<file path="src/logic/timer_ctrl_cfg.svh">
// Address map, control word fields and reset values of the timer control decoder.
// How it works
// RULE1: Bits 7:6 pick counter 0, 1 or 2; value 11 means read-back.
// RULE2: Bits 5:4 equal 00 latch the counter's count, mode untouched.
// RULE3: Bits 5:4 set access: 01 low byte, 10 high byte, 11 low then high.
// RULE4: Bits 3:1 choose one of six counting modes for the counter.
// RULE5: Field 000, 001, 100, 101 give modes 0, 1, 4, 5.
// RULE6: Top mode bit ignored; X10 is mode 2, X11 is mode 3.
// RULE7: Bit 0 clear means binary countdown, largest count two to sixteenth.
// RULE8: Bit 0 set means four-digit BCD countdown, largest ten to fourth.
// RULE9: A new count may follow any time; counter applies it per mode.
// RULE10: Each counter has its own count port, apart from control port.
// RULE11: A mode write clears the byte pointer so low byte comes next.
`ifndef TIMER_CTRL_CFG_SVH
`define TIMER_CTRL_CFG_SVH

// Port addresses: counters sit at successive addresses, control word last.
`define NUM_COUNTERS 3
`define CNT_BASE_ADDR 2'h0
`define CTRL_ADDR 2'h3

// Control word fields.
`define SEL_MSB 7
`define SEL_LSB 6
`define RW_MSB 5
`define RW_LSB 4
`define MODE_MSB 3
`define MODE_LSB 1
`define BCD_BIT 0
`define RB_MSB 5
`define SEL_READBACK 2'h3

// Count byte positions.
`define LO_MSB 7
`define LO_LSB 0
`define HI_MSB 15
`define HI_LSB 8

// Reset values of each counter's configuration and of the shared data registers.
`define RST_ACCESS 2'h3
`define RST_MODE 3'h0
`define RST_BCD 1'b0
`define RST_BYTE 8'h00
`define RST_RB 6'h00

`endif

</file>
<file path="src/logic/timer_ctrl_pkg.sv">
// Types shared by the timer control decoder files.
package timer_ctrl_pkg;

    // Count port access selection, as carried in control bits 5:4.
    typedef enum logic [1:0] {
        ACC_LATCH = 2'h0,
        ACC_LO = 2'h1,
        ACC_HI = 2'h2,
        ACC_LOHI = 2'h3
    } access_t;

    // Counting modes 0 to 5.
    typedef enum logic [2:0] {
        MODE_INT_ON_TC = 3'h0,
        MODE_ONE_SHOT = 3'h1,
        MODE_RATE = 3'h2,
        MODE_SQUARE = 3'h3,
        MODE_SW_STROBE = 3'h4,
        MODE_HW_STROBE = 3'h5
    } mode_t;

endpackage : timer_ctrl_pkg

</file>
<file path="src/logic/mode_field_decode.sv">
// Maps the three-bit mode field of a control word onto a counting mode.
`timescale 1ns/1ps
`default_nettype none
module mode_field_decode
    import timer_ctrl_pkg::*;
(
    // Raw mode field.
    input wire logic [2:0] field_in,
    // Decoded mode.
    output var mode_t mode_out
);

    // The top bit only matters while the low two bits are 00 or 01.
    always_comb begin
        if (field_in[1]) begin
            mode_out = field_in[0] ? MODE_SQUARE : MODE_RATE; // RULE6
        end else begin
            mode_out = mode_t'(field_in); // RULE5
        end
    end

endmodule : mode_field_decode
`default_nettype wire

</file>
<file path="src/logic/timer_control_decode.sv">
// Control word decoder and count port sequencer for a three-counter timer.
//
// Design decisions made here: the plain strobed port and the register offsets.
`timescale 1ns/1ps
`default_nettype none
`include "timer_ctrl_cfg.svh"
module timer_control_decode
    import timer_ctrl_pkg::*;
#(
    parameter int NUM_CNT = `NUM_COUNTERS
) (
    // Clock and reset.
    input wire logic clk_in,
    input wire logic rst_in,
    // Register port.
    input wire logic [1:0] addr_in,
    input wire logic [7:0] wr_data_in,
    input wire logic wr_in,
    input wire logic rd_in,
    output logic [7:0] rd_data_out,
    // Live counts from the counting elements.
    input wire logic [NUM_CNT-1:0][15:0] count_in,
    // Per-counter configuration.
    output logic [NUM_CNT-1:0][1:0] access_out,
    output logic [NUM_CNT-1:0][2:0] mode_out,
    output logic [NUM_CNT-1:0] bcd_out,
    output logic [NUM_CNT-1:0] cfg_wr_out,
    // Commands toward the counters.
    output logic [NUM_CNT-1:0] latch_out,
    output logic readback_out,
    output logic [5:0] readback_data_out,
    // Count bytes written by software.
    output logic [NUM_CNT-1:0] count_wr_out,
    output logic count_hi_out,
    output logic [7:0] count_data_out
);

    logic ctrl_wr;
    logic [1:0] sel;
    access_t rw;
    mode_t mode_dec;
    logic [NUM_CNT-1:0] hi_sel;

    // Control word fields, split once for every counter.
    assign ctrl_wr = wr_in && (addr_in == `CTRL_ADDR);
    assign sel = wr_data_in[`SEL_MSB:`SEL_LSB];
    assign rw = access_t'(wr_data_in[`RW_MSB:`RW_LSB]);

    mode_field_decode u_mode (
        .field_in(wr_data_in[`MODE_MSB:`MODE_LSB]),
        .mode_out(mode_dec)
    );

    // Per-counter configuration and byte pointer.
    for (genvar i = 0; i < NUM_CNT; i++) begin : g_cnt
        localparam logic [1:0] PORT = `CNT_BASE_ADDR + 2'(i);
        access_t access_reg, access_next;
        mode_t mode_reg, mode_next;
        logic bcd_reg, bcd_next;
        logic ptr_reg, ptr_next;
        logic latch_reg, latch_next;
        logic cfg_reg, cfg_next;
        logic cwr_reg, cwr_next;
        logic hit, port_acc;

        // Only counter-select values 0..2 address a counter; 3 is read-back.
        assign hit = ctrl_wr && (sel != `SEL_READBACK) && (sel == PORT); // RULE1
        assign port_acc = (wr_in || rd_in) && (addr_in == PORT); // RULE10

        // High byte is addressed by a fixed high access or a raised pointer.
        assign hi_sel[i] = (access_reg == ACC_HI) ||
            (access_reg == ACC_LOHI && ptr_reg); // RULE3

        // Next configuration; a latch request leaves the mode alone.
        always_comb begin
            access_next = access_reg;
            mode_next = mode_reg;
            bcd_next = bcd_reg;
            ptr_next = ptr_reg;
            latch_next = hit && (rw == ACC_LATCH); // RULE2
            cfg_next = hit && (rw != ACC_LATCH);
            cwr_next = wr_in && (addr_in == PORT); // RULE9
            if (cfg_next) begin
                access_next = rw; // RULE3
                mode_next = mode_dec; // RULE4
                bcd_next = wr_data_in[`BCD_BIT]; // RULE7 RULE8
                ptr_next = 1'b0; // RULE11
            end else if (port_acc && access_reg == ACC_LOHI) begin
                ptr_next = !ptr_reg;
            end
        end

        // Register stage.
        always_ff @(posedge clk_in or posedge rst_in) begin
            if (rst_in) begin
                access_reg <= access_t'(`RST_ACCESS);
                mode_reg <= mode_t'(`RST_MODE);
                bcd_reg <= `RST_BCD;
                ptr_reg <= 1'b0;
                latch_reg <= 1'b0;
                cfg_reg <= 1'b0;
                cwr_reg <= 1'b0;
            end else begin
                access_reg <= access_next;
                mode_reg <= mode_next;
                bcd_reg <= bcd_next;
                ptr_reg <= ptr_next;
                latch_reg <= latch_next;
                cfg_reg <= cfg_next;
                cwr_reg <= cwr_next;
            end
        end

        assign access_out[i] = access_reg;
        assign mode_out[i] = mode_reg;
        assign bcd_out[i] = bcd_reg;
        assign latch_out[i] = latch_reg;
        assign cfg_wr_out[i] = cfg_reg;
        assign count_wr_out[i] = cwr_reg;
    end

    logic [7:0] rd_data_reg, rd_data_next;
    logic rb_reg, rb_next;
    logic [5:0] rb_data_reg, rb_data_next;
    logic hi_reg, hi_next;
    logic [7:0] cdata_reg, cdata_next;
    logic cnt_port;

    assign cnt_port = (addr_in != `CTRL_ADDR);

    // Shared outputs: read data, read-back request and written count byte.
    // The control port is write only, so reading it returns zero.
    always_comb begin
        rd_data_next = `RST_BYTE;
        rb_next = ctrl_wr && (sel == `SEL_READBACK); // RULE1
        rb_data_next = rb_data_reg;
        hi_next = hi_reg;
        cdata_next = cdata_reg;
        if (rb_next) begin
            rb_data_next = wr_data_in[`RB_MSB:0];
        end
        if (rd_in && cnt_port) begin
            rd_data_next = hi_sel[addr_in] ?
                count_in[addr_in][`HI_MSB:`HI_LSB] :
                count_in[addr_in][`LO_MSB:`LO_LSB]; // RULE3
        end
        if (wr_in && cnt_port) begin
            hi_next = hi_sel[addr_in]; // RULE3
            cdata_next = wr_data_in; // RULE9
        end
    end

    // Register stage.
    always_ff @(posedge clk_in or posedge rst_in) begin
        if (rst_in) begin
            rd_data_reg <= `RST_BYTE;
            rb_reg <= 1'b0;
            rb_data_reg <= `RST_RB;
            hi_reg <= 1'b0;
            cdata_reg <= `RST_BYTE;
        end else begin
            rd_data_reg <= rd_data_next;
            rb_reg <= rb_next;
            rb_data_reg <= rb_data_next;
            hi_reg <= hi_next;
            cdata_reg <= cdata_next;
        end
    end

    assign rd_data_out = rd_data_reg;
    assign readback_out = rb_reg;
    assign readback_data_out = rb_data_reg;
    assign count_hi_out = hi_reg;
    assign count_data_out = cdata_reg;
endmodule : timer_control_decode
`default_nettype wire

</file>
<file path="config.mk">
export PLATFORM = sky130hd
export DESIGN_NAME = timer_control_decode
export DESIGN_NICKNAME = d
export VERILOG_FILES = /design/src/logic/timer_ctrl_pkg.sv /design/src/logic/mode_field_decode.sv /design/src/logic/timer_control_decode.sv
export VERILOG_INCLUDE_DIRS = /design/src /design/src/logic
export SDC_FILE = /design/constraint.sdc
export NUM_CORES = 1
export LEC_CHECK = 0
export BUFFER_PORTS_ARGS = -buffer_cell sky130_fd_sc_hd__buf_2
export CORE_MARGIN = 2
export CORE_UTILIZATION = 50
export DETAILED_ROUTE_END_ITERATION = 6
export PLACE_DENSITY = 0.91
export SLEW_MARGIN = 20
export SYNTH_ARGS = -nofsm -noshare
export SYNTH_HDL_FRONTEND = slang
export SYNTH_SLANG_ARGS = --single-unit
</file>
<file path="constraint.sdc">
create_clock -name clk_in -period 4.2 [get_ports clk_in]
set_clock_uncertainty 0.2 [all_clocks]
set_input_delay 0.42 -clock clk_in [delete_from_list [all_inputs] [get_ports clk_in]]
set_output_delay 0.42 -clock clk_in [all_outputs]
set_load 0.05 [all_outputs]
</file>
==> results.sh <==
export IMPL_p_sw_mw=0.636
export IMPL_p_int_mw=0.966
export IMPL_setup_tns_final_ps=0
export IMPL_finalInstanceArea_mm2=0.00326
export IMPL_fp_coreArea_mm2=0.00514
export IMPL_drc=0
export IMPL_clk_path_buf_depth=2
export IMPL_final_min_period_over_clock_period=0.518
export IMPL_via_count=1991
export IMPL_leakage_nw=1.68
export IMPL_multi_input_area_mm2=0.00112
export IMPL_slew_headroom=0.408
export IMPL_clkPwrFrac=0.213
export IMPL_vdd_ir_drop_max_mv=0.361
export IMPL_gp_congestion=0.813
export IMPL_cap_violations=0
export IMPL_finalSetupViolCount=0
export IMPL_hold_buffers=0
export IMPL_ant_nets=0
export IMPL_cts_resized=0
export IMPL_worstSkewPairLatency_ps=300
export IMPL_pre_cts_slack_ps=1680
export IMPL_drtIter0Drc=77
export IMPL_r2r_cells=4
export IMPL_path_cells="buf_2, nand3_4, nor3b_4, and2b_1, mux2_1"
export IMPL_antenna_cells=0
export IMPL_rows=26
export IMPL_combPwrFrac=0.365
export IMPL_drive_above_1_share=0.497
export IMPL_seq_area_frac_synth=0.509
export IMPL_rsz0062_at_grt="false"
export IMPL_cp_num_buf_inv=1
export IMPL_required_ps=4190
export IMPL_cp_slowest_cell="buf_2"
export IMPL_fill_cells=412
export IMPL_tightest_slew_ps=886
export IMPL_crit_family="simple AND/OR/NAND/NOR gates"
export IMPL_startpoint_type="input pin"
export IMPL_area_delta_synth_final_pct=22.2
export IMPL_htreeDepth=2
export IMPL_largest_reg_flops=9
export IMPL_hpwlAfterDp_um=4390
export IMPL_drv_slew=0
export IMPL_seqPwrFrac=0.422
export IMPL_viasPerCell=5.18
export IMPL_worstSetupPathType="input pin to register"
export IMPL_numClockSinks=54
export IMPL_synth_edf_count=0
export IMPL_initial_core_util=0.519
export IMPL_postCtsSetupBuffers=0
export IMPL_r2r_start="g_cnt[2].access_reg[0]"
export IMPL_crit_fanout=25
export IMPL_crit_path_max_incr_delay_ps=550
export IMPL_seqCellArea_mm2=0.00136
export IMPL_syn_avg_cell_area_um2=12.2
export IMPL_synth_warnings=0
export IMPL_ys_types=39
export IMPL_die_y_um=77.1
export IMPL_cts_buffers=5
export IMPL_crit_reg2reg_capture="count_hi_out"
export IMPL_die_w_um=77.1
export IMPL_holdWs_ps=66.5
export IMPL_power_mw=1.60
export IMPL_io_pins=113
export IMPL_syn_nets=280
export IMPL_grt_pass1_wl_um=9380
export IMPL_hp_class="input pin to asynchronous set/reset pin"
export IMPL_layout_min_cycle_time_ps=2180
export IMPL_ys_flop_type="dfrtp_1"
export IMPL_grt_antenna_before_repair=0
export IMPL_grt_max_degree=55
export IMPL_io_buffers=112
export IMPL_path_depth=5
export IMPL_nNetsFinal=375
export IMPL_async_flop_share=1.00
export IMPL_status="complete, no violations"
export IMPL_swShare=0.397
export IMPL_netlist_area_mm2=0.00267
export IMPL_synth_seq_cells=54
export IMPL_post_drt_wl_per_cell_um=15.2
export IMPL_cp_arrival_ps=2170
export IMPL_worstSetupEndpointType="register"
export IMPL_setup_slack_ps=2020
export IMPL_wl_um=5840
export IMPL_grt_pass1_vias=1943
export IMPL_cp_endpoint="g_cnt[1].mode_reg[1]"
export IMPL_grt_remaining_overflow=0
export IMPL_postSynthCellCount=218
export IMPL_root_buffer="clkbuf_8"
export IMPL_clkTransAtPathRegs_ps=100
export IMPL_drt_pass1_iterations=4
export IMPL_dieArea_mm2=0.00594
export IMPL_placed_area_mm2=0.00315
export IMPL_cts_tree="built"
export IMPL_r2r_slack_ps=2380
export IMPL_startpoint="addr_in[1]"
export IMPL_grt_usage=0.200
export IMPL_power_density_mw_per_mm2=491
export IMPL_fmax_mhz=460
export IMPL_finalHoldViolCount=0
==> power by group through the flow <==
stage	registers, mW	logic (mW)	clock network [mW]
detailed placement	0.685	0.589	0
finish	0.676	0.585	0.341
global placement	0.684	0.578	0
CTS	0.676	0.590	0.345
global route	0.688	0.617	0.367
floorplan	0.923	0.213	0
==> metal layers <==
metal  wire length [um]  vias up  global-route usage
met5                  0        -                   0
met4                 59        0              0.0500
met3                401        4              0.0518
met2               2800       70               0.326
met1               2570      951               0.268
li1                   -      966                   -
==> cells by family after synthesis <==
family	after synthesis	synth area share
simple gates	46	0.118
mux	43	0.175
xor+xnor	3	0.00984
buf+inv	29	0.0698
flops	54	0.509
compound gates	43	0.118
==> worst register-to-register path: stages (launching register included) <==
cell     delay, ps
dfstp_2        570
nor2b_1        160
o21ai_2        130
and3_1         360
mux2_4         290
==> placed cells by master, fill, tap and decap left out, drive strengths merged <==
master    count
buf         112
dfrtp        48
mux2         27
mux2i        16
nor2         14
a21oi         9
o2bb2ai       8
a31oi         8
a211oi        8
nand2         7
a22o          6
dfstp         6
clkbuf        6
inv           4
nor2b         4
nor3          3
o21ai         3
and2          3
nand3         3
nor3b         3
nand2b        2
xnor2         2
or3           1
a21boi        1
nand3b        1
and3          1
and2b         1
and3b         1
clkinv        1
nand4b        1
xor2          1
nor4          1
bufinv        1
clkinvlp      1
==> synthesized netlist by cell type (2+ instances only) <==
cell | instances | area (um2)
dfrtp_1 | 48 | 1200
mux2_2 | 18 | 203
buf_4 | 16 | 120
mux2i_1 | 16 | 160
nor2_1 | 13 | 48.8
a21oi_1 | 9 | 45.0
a211oi_1 | 8 | 60.1
a31oi_1 | 8 | 50.1
mux2_1 | 8 | 90.1
o2bb2ai_1 | 8 | 70.1
nand2_1 | 7 | 26.3
a22o_1 | 6 | 52.6
dfstp_2 | 6 | 158
inv_1 | 5 | 18.8
clkbuf_1 | 4 | 15.0
and2_1 | 3 | 18.8
nor2b_1 | 3 | 18.8
nor3_1 | 3 | 15.0
o21ai_2 | 3 | 26.3
buf_2 | 2 | 10.0
buf_6 | 2 | 22.5
nand2b_1 | 2 | 12.5
nand3_1 | 2 | 10.0
nor3b_4 | 2 | 37.5
xnor2_1 | 2 | 17.5
==> layout make-up <==
type,instances,area share
Timing Repair Buffer,112,0.172
Sequential cell,54,0.417
Clock buffer,6,0.0222
Clock inverter,2,0.0115
Inverter,5,0.00614
Tap cell,70,0.0269
Multi-Input combinational cell,135,0.345
==> stage by stage <==
stage | util | cells
floorplan | - | 218
global placement | 0.613 | 376
detailed placement | 0.613 | 376
CTS | 0.634 | 384
global route | 0.635 | 384
finish | 0.635 | 384
==> worst min-delay path by stage <==
stage,depth (start not counted),slack (ps),end,from
floorplan,1,260,g_cnt[0].bcd_reg,g_cnt[0].bcd_reg
global placement,1,270,g_cnt[0].bcd_reg,g_cnt[0].bcd_reg
detailed placement,1,280,g_cnt[0].mode_reg[1],g_cnt[0].mode_reg[1]
CTS,2,160,count_data_out[3],wr_data_in[3]
global route,2,150,g_cnt[1].bcd_reg,rst_in
finish,2,70,g_cnt[1].bcd_reg,rst_in
No activity file was read; power rests on OpenSTA's default activity.
